$ cat src/timer_pkg.sv
/*
  Constants shared by the modulo timer: register-file and peripheral
  addresses, field positions, reset values and tick-source codes.
  Assumes a single system clock from which all tick taps are divided.
*/
package timer_pkg;

  localparam int unsigned CNT_W = 8;
  localparam int unsigned RF_ADDR_W = 6;
  localparam int unsigned RF_DATA_W = 4;
  localparam int unsigned PERIPH_ADDR_W = 8;

  // Register-file nibbles
  localparam logic [RF_ADDR_W-1:0] RF_CTRL_ADDR = 6'h33;
  localparam logic [RF_ADDR_W-1:0] RF_IRQ_ADDR = 6'h3F;
  localparam int unsigned RUN_BIT = 3;
  localparam int unsigned CLEAR_BIT = 2;
  localparam int unsigned SEL_HI_BIT = 1;
  localparam int unsigned SEL_LO_BIT = 0;
  localparam int unsigned IRQ_BIT = 0;
  localparam logic [RF_DATA_W-1:0] CTRL_RESET = 4'h8;

  // Peripheral registers behind the transfer buffer
  localparam logic [PERIPH_ADDR_W-1:0] PERIPH_COUNT_ADDR = 8'h05;
  localparam logic [PERIPH_ADDR_W-1:0] PERIPH_LIMIT_ADDR = 8'h06;
  localparam logic [CNT_W-1:0] COUNT_RESET = 8'h00;
  localparam logic [CNT_W-1:0] LIMIT_RESET = 8'hFF;

  // Prescaler taps: log2 of the divide ratios 32, 64, 256
  localparam int unsigned TAP_COUNT = 3;
  localparam int unsigned PRESCALE_W = 8;
  localparam int unsigned TAP_LOG2 [TAP_COUNT] = '{5, 6, 8};

  typedef enum logic [1:0] {
    SRC_DIV32   = 2'b00,
    SRC_DIV64   = 2'b01,
    SRC_DIV256  = 2'b10,
    SRC_CARRIER = 2'b11
  } tick_src_t;

endpackage

$ cat src/timer_tick_if.sv
/*
  Carrier between the timer core and its tick selector: the chosen
  source code and the resulting one-cycle counting tick.
  Assumes both ends run on core_clk.
*/
interface timer_tick_if;
  import timer_pkg::*;
  tick_src_t sel;
  logic      tick;
  modport consumer (output sel, input tick);
  modport source (input sel, output tick);
endinterface

$ cat src/fx_prescaler.sv
/*
  Free-running divider of the system clock; emits one-cycle pulses on
  the falling edge of each divided tap.
  Assumes core_clk is the system clock.
*/
module fx_prescaler (
  // Clock and reset
  input  wire logic                           core_clk,
  input  wire logic                           rstn,
  // Falling-edge pulses of fx/32, fx/64, fx/256
  output logic      [timer_pkg::TAP_COUNT-1:0] tapFall
);
  import timer_pkg::*;

  typedef struct packed {
    logic [PRESCALE_W-1:0] div;
  } pre_state_t;

  pre_state_t st_q;
  pre_state_t st_d;

  always_comb begin
    st_d = st_q;
    st_d.div = st_q.div + 8'h01;
  end

  always_ff @(posedge core_clk or negedge rstn) begin
    if (!rstn) begin
      st_q <= '0;
    end else begin
      st_q <= st_d;
    end
  end

  // Tap bit falls when all bits below and including it are ones
  for (genvar t = 0; t < TAP_COUNT; t++) begin : g_tap
    assign tapFall[t] = &st_q.div[TAP_LOG2[t]-1:0];
  end
endmodule // fx_prescaler

$ cat src/tick_select.sv
/*
  Picks the counting tick from the prescaler taps or the carrier input,
  taking the falling edge of the selected source.
  Assumes carrierIn is synchronous to core_clk.
*/
module tick_select (
  // Clock and reset
  input  wire logic                           core_clk,
  input  wire logic                           rstn,
  // Sources
  input  wire logic [timer_pkg::TAP_COUNT-1:0] tapFall,
  input  wire logic                           carrierIn,
  // Towards the timer core
  timer_tick_if.source                        tk
);
  import timer_pkg::*;

  typedef struct packed {
    logic carrierPrev;
  } sel_state_t;

  sel_state_t st_q;
  sel_state_t st_d;

  always_comb begin
    st_d = st_q;
    st_d.carrierPrev = carrierIn;
  end

  always_ff @(posedge core_clk or negedge rstn) begin
    if (!rstn) begin
      st_q <= '0;
    end else begin
      st_q <= st_d;
    end
  end

  always_comb begin
    unique case (tk.sel)
      SRC_DIV32:   tk.tick = tapFall[0];
      SRC_DIV64:   tk.tick = tapFall[1];
      SRC_DIV256:  tk.tick = tapFall[2];
      SRC_CARRIER: tk.tick = st_q.carrierPrev & ~carrierIn;
    endcase
  end
endmodule // tick_select

$ cat src/eight_bit_modulo_timer.sv
/*
  Eight-bit modulo timer: counter, write-only match limit, comparator
  and tick selector, with its control nibble and interrupt request flag
  in the register file and its data registers behind the transfer buffer.
  Assumes register-file and peripheral accesses are one-cycle strobes
  synchronous to core_clk, and carrierIn is synchronous as well.
*/

// Notes on behaviour
// Counter, limit, comparator and tick selector
// Run flag starts and stops counting
// Writing clear flag zeroes counter
// Two-bit field selects counting clock
// Peripheral read returns counter value
// Software cannot load the counter
// Peripheral write loads match limit
// Match limit reads back as zero
// Counter equal limit sets interrupt flag
// Counter at 05H, resets to 00H
// Limit at 06H, resets to FFH
// Software never writes zero limit
// Codes pick fx/32, fx/64, fx/256, carrier
// Clear flag reads zero, clears flag too
// Advances on falling edge while running
// Wraps to zero tick after match
// Interrupt flag sticky until cleared
module eight_bit_modulo_timer (
  // Clock and reset
  input  wire logic                                core_clk,
  input  wire logic                                rstn,
  // Register-file nibble access
  input  wire logic [timer_pkg::RF_ADDR_W-1:0]     rfAddr,
  input  wire logic                                rfWrEn,
  input  wire logic [timer_pkg::RF_DATA_W-1:0]     rfWrData,
  input  wire logic                                rfRdEn,
  output logic      [timer_pkg::RF_DATA_W-1:0]     rfRdData,
  // Peripheral access through the transfer buffer
  input  wire logic [timer_pkg::PERIPH_ADDR_W-1:0] periphAddr,
  input  wire logic                                peripheralWriteOp,
  input  wire logic                                peripheralReadOp,
  input  wire logic [timer_pkg::CNT_W-1:0]         transferBufferIn,
  output logic      [timer_pkg::CNT_W-1:0]         transferBufferOut,
  // Carrier generator output used as tick source
  input  wire logic                                carrierIn,
  // Status
  output logic                                     timerMatchIrqFlag
);
  import timer_pkg::*;

  typedef struct packed {
    logic [CNT_W-1:0]     count;
    logic [CNT_W-1:0]     limit;
    logic                 countRunFlag;
    tick_src_t            tickSourceSel;
    logic                 irq;
    logic                 matchPrev;
    logic [RF_DATA_W-1:0] rfRd;
    logic [CNT_W-1:0]     periphRd;
  } timer_state_t;

  timer_state_t st_q;
  timer_state_t st_d;

  logic [TAP_COUNT-1:0] tapFall;
  logic                 ctrlWr;
  logic                 clearHit;
  logic                 irqWr;
  logic                 advance;
  logic                 matchEq;
  logic                 matchSet;

  timer_tick_if tk ();

  fx_prescaler u_prescaler (
    .core_clk (core_clk),
    .rstn     (rstn),
    .tapFall  (tapFall)
  );

  tick_select u_tick_select (
    .core_clk  (core_clk),
    .rstn      (rstn),
    .tapFall   (tapFall),
    .carrierIn (carrierIn),
    .tk        (tk.source)
  );

  assign tk.sel = st_q.tickSourceSel;

  always_comb begin
    ctrlWr = rfWrEn && (rfAddr == RF_CTRL_ADDR);
    clearHit = ctrlWr && rfWrData[CLEAR_BIT];
    irqWr = rfWrEn && (rfAddr == RF_IRQ_ADDR);
    advance = st_q.countRunFlag && tk.tick;
    // Zero limit never raises the flag
    matchEq = (st_q.count == st_q.limit) && (st_q.limit != 8'h00);
    matchSet = matchEq && !st_q.matchPrev;
  end

  always_comb begin
    st_d = st_q;
    st_d.matchPrev = matchEq;

    // Control nibble; clear bit is not stored
    if (ctrlWr) begin
      st_d.countRunFlag = rfWrData[RUN_BIT];
      st_d.tickSourceSel = tick_src_t'(rfWrData[SEL_HI_BIT:SEL_LO_BIT]);
    end

    // Counter changes only by clearing or counting
    if (clearHit) begin
      st_d.count = COUNT_RESET;
    end else if (advance) begin
      if (st_q.count == st_q.limit) begin
        st_d.count = COUNT_RESET;
      end else begin
        st_d.count = st_q.count + 8'h01;
      end
    end

    if (peripheralWriteOp && (periphAddr == PERIPH_LIMIT_ADDR)) begin
      st_d.limit = transferBufferIn;
    end

    // Set wins over any clear in the same cycle
    if (irqWr) begin
      st_d.irq = rfWrData[IRQ_BIT];
    end
    if (clearHit) begin
      st_d.irq = 1'b0;
    end
    if (matchSet) begin
      st_d.irq = 1'b1;
    end

    if (rfRdEn) begin
      unique case (rfAddr)
        RF_CTRL_ADDR: st_d.rfRd = {st_q.countRunFlag, 1'b0, st_q.tickSourceSel};
        RF_IRQ_ADDR:  st_d.rfRd = {3'h0, st_q.irq};
        default:      st_d.rfRd = 4'h0;
      endcase
    end

    if (peripheralReadOp) begin
      unique case (periphAddr)
        PERIPH_COUNT_ADDR: st_d.periphRd = st_q.count;
        default:           st_d.periphRd = 8'h00;
      endcase
    end
  end

  always_ff @(posedge core_clk or negedge rstn) begin
    if (!rstn) begin
      st_q.count <= COUNT_RESET;
      st_q.limit <= LIMIT_RESET;
      st_q.countRunFlag <= CTRL_RESET[RUN_BIT];
      st_q.tickSourceSel <= SRC_DIV32;
      st_q.irq <= 1'b0;
      st_q.matchPrev <= 1'b0;
      st_q.rfRd <= 4'h0;
      st_q.periphRd <= 8'h00;
    end else begin
      st_q <= st_d;
    end
  end

  assign rfRdData = st_q.rfRd;
  assign transferBufferOut = st_q.periphRd;
  assign timerMatchIrqFlag = st_q.irq;
endmodule // eight_bit_modulo_timer

$ cat config.mk
export PLATFORM = sky130hd
export DESIGN_NAME = eight_bit_modulo_timer
export DESIGN_NICKNAME = d
export VERILOG_FILES = /design/src/timer_pkg.sv /design/src/timer_tick_if.sv /design/src/fx_prescaler.sv /design/src/tick_select.sv /design/src/eight_bit_modulo_timer.sv
export SDC_FILE = /design/constraint.sdc
export NUM_CORES = 1
export LEC_CHECK = 0
export CORE_MARGIN = 3
export CORE_UTILIZATION = 50
export DETAILED_ROUTE_END_ITERATION = 16
export DONT_BUFFER_PORTS = 1
export PLACE_DENSITY_LB_ADDON = 0.08
export SYNTH_ARGS = -nofsm -noshare
export SYNTH_HDL_FRONTEND = slang
export SYNTH_SLANG_ARGS = --single-unit
export TNS_END_PERCENT = 50
$ cat constraint.sdc
create_clock -name core_clk -period 2.6 [get_ports core_clk]
set_input_delay 0.39 -clock core_clk [delete_from_list [all_inputs] [get_ports core_clk]]
set_output_delay 0.39 -clock core_clk [all_outputs]
set_load 0.005 [all_outputs]
==> results.json <==
{
  "status": "finished clean",
  "slew_violations": 0,
  "instances_no_fill": 244,
  "numPortBuffers": 0,
  "cts_tree": "done",
  "ys_async_sr_fraction": 1.00,
  "drive_gt1_frac": 0.194,
  "timing.rr.end": "st_q[27]",
  "post_synth_inst_count": 200,
  "rsz0062_at_grt": "no",
  "p_total_mw": 1.32,
  "dieArea_um2": 5040,
  "syn_area_um2": 2110,
  "drt-initial-drc-count": 53,
  "grt_pass1_wl_um": 6590,
  "arrival_ns": 2.21,
  "path_max_fanout": 10,
  "crit_buf_inv": 0,
  "drtPass1Iterations": 4,
  "dp_slack_ns": 0.563,
  "cp_slowest_cell": "a211oi_4",
  "min-delay-start": "carrierIn",
  "diodes": 0,
  "clockBufferDepth": 2,
  "top_layer": "met4",
  "p_per_area_nw_per_um2": 605,
  "die_x_um": 71.0,
  "whs_path_depth": 0,
  "maxCapViolCount": 0,
  "antenna_found_initial": 0,
  "grt_max_degree": 42,
  "ys_warn_count": 0,
  "synth_flop_cell": "dfrtp_1",
  "wl_met2_um": 1800,
  "final_antenna_net_count": 0,
  "wl_met1_um": 1670,
  "synth.avg_cell_area_um2": 10.6,
  "h-tree-depth": 2,
  "wl_met3_um": 261,
  "wl_per_cell_um": 15.7,
  "start_util": 0.548,
  "max_freq_mhz": 491,
  "min_period_ns": 2.04,
  "rr_worst_depth": 7,
  "critPathLaunchType": "flop",
  "peakVddDrop_mv": 0.323,
  "hold_violations": 0,
  "critPathKind": "flop to flop",
  "clock_latency_ns": 0.29,
  "synth_edf_count": 0,
  "grt_usage": 0.164,
  "crit_start": "u_prescaler.st_q[0]",
  "cts_setup_buffers": 0,
  "grt_pass1_vias": 1393,
  "crit_family": "compound AO/OA/AOI/OAI gates",
  "cts_hold_buf": 2,
  "tightest_slew_ns": 0.726,
  "vias_per_cell": 5.75,
  "rrSetupSlack_ns": 0.56,
  "drt-total-wl_um": 3830,
  "die_y_um": 71.0,
  "required_ns": 2.77,
  "cp_common_cell": "ha_1",
  "ys_ff_latch": 41,
  "cts_sinks": 41,
  "setup_ws_ns": 0.562,
  "seq_area_frac_synth": 0.491,
  "finalNetCount": 231,
  "p_leak_nw": 0.956,
  "relSlewSlack": 0.512,
  "path_clk_slew_ns": 0.07,
  "placedCellCount": 234,
  "hold_ws_ns": 0.127,
  "skew_ns": 0.00811,
  "min_path_type": "input pin to flop",
  "globalplace.congestion": 0.793,
  "core_um2": 3850,
  "finalSetupTns_ns": 0,
  "drc": 0,
  "hpwl_um": 2880,
  "ios": 46,
  "hold_end": "u_tick_select.st_q",
  "slowest_delay_ns": 0.44,
  "rows": 22,
  "syn_to_final_growth_pct": 3.55,
  "r2r_start": "u_prescaler.st_q[0]",
  "cts_resized": 0,
  "cts_made_buffers": 5,
  "setup_viol": 0,
  "fin_crit_sh": 0.784,
  "ys_types": 45,
  "path_cells": "ha_1 -> and3_1 -> ha_1 -> o31ai_1 -> a211oi_4 -> a21boi_0 -> o22ai_1",
  "num_vias": 1402,
  "grt-ovfl-total": 0,
  "root_buffer": "clkbuf_8",
  "endpoint_kind": "flop",
  "syn_nets": 236
}
## synthesized netlist by cell type (2+ instances only)
cell / count / area (µm²)
a21boi_0: 5 / 37.5
a21oi_1: 5 / 25.0
a31oi_1: 2 / 12.5
and3_1: 4 / 25.0
and4_4: 2 / 22.5
buf_4: 12 / 90.1
dfrtp_1: 32 / 801
dfstp_2: 9 / 236
ha_1: 3 / 37.5
inv_1: 15 / 56.3
mux2_2: 11 / 124
nand2_1: 21 / 78.8
nand2b_1: 2 / 12.5
nand3_1: 9 / 45.0
nor2_1: 4 / 15.0
nor3b_1: 2 / 15.0
nor4_1: 4 / 25.0
o21ai_0: 10 / 50.1
o22ai_1: 6 / 37.5
or3_1: 6 / 37.5
xnor2_1: 4 / 35.0
xor2_1: 9 / 78.8
## metal layers
metal | GRT usage | vias up
met1 | 0.208 | 676
met4 | 0.0689 | 0
met3 | 0.0625 | 10
met5 | 0 | -
met2 | 0.252 | 40
li1 | - | 676
## logic make-up (layout without fill, tap and decap cells)
logic type,Yosys count,after routing,share of synthesized area
and+or+nand+nor,66,66,0.182
DFF,41,41,0.491
AOI/OAI and AO/OA,35,35,0.114
buffers and inverters,29,25,0.0764
xor gates and xnor gates,13,13,0.0539
muxes,12,12,0.0634
adders and majority gates,3,3,0.0178
other,1,1,0.00178
## through the flow
stage / util / instance area, µm²
floorplan: - / 2110
global placement: 0.536 / 2070
detailed placement: 0.536 / 2070
CTS: 0.568 / 2190
global route: 0.568 / 2190
finish: 0.568 / 2190
## report_power, final
part           switching [mW]  internal (mW)
combinational           0.102         0.0789
sequential             0.0422          0.679
clock                   0.204          0.216
## how the worst max path moves through the flow
stage                     to  depth (start not counted)  slack, ns
floorplan           st_q[31]                          7       0.78
global placement    st_q[29]                          7       0.67
detailed placement  st_q[27]                          7       0.56
CTS                 st_q[27]                          7       0.55
global route        st_q[27]                          7       0.38
finish              st_q[27]                          7       0.56
## worst register-to-register path, cell delays in order (launching register included)
cell	delay, ns
dfrtp_1	0.40
ha_1	0.26
and3_1	0.18
ha_1	0.14
o31ai_1	0.10
a211oi_4	0.44
a21boi_0	0.28
o22ai_1	0.13
## layout make-up
type,instances,area (µm²)
Fill cell,342,1670
Sequential cell,41,1040
Tap cell,48,60.1
Inverter,15,56.3
Clock buffer,8,90.1
Multi-Input combinational cell,130,913
Timing Repair Buffer,2,30.0
## state kept, by name, summed over array words and instances (netlist names)
register	flops
st_q	18
u_prescaler.st_q	8
transferBufferOut	8
tk.sel	2
u_tick_select.st_q	1
timerMatchIrqFlag	1
rfRdData	3
## cell usage in the layout, fill, tap and decap left out, drive strengths merged, types with 2 or more instances in the layout
| cell type | count |
|---|---|
| nor4 | 5 |
| a21oi | 6 |
| xnor2 | 4 |
| and4 | 2 |
| o22ai | 6 |
| a31oi | 2 |
| nor2 | 4 |
| inv | 15 |
| nand2b | 2 |
| nor3b | 3 |
| dfrtp | 32 |
| and3 | 4 |
| a21boi | 5 |
| clkbuf | 8 |
| mux2 | 11 |
| xor2 | 9 |
| nand3 | 9 |
| o21ai | 11 |
| ha | 3 |
| dfstp | 9 |
| nand2 | 23 |
| or3 | 6 |
(Power assumes the default switching activity.)
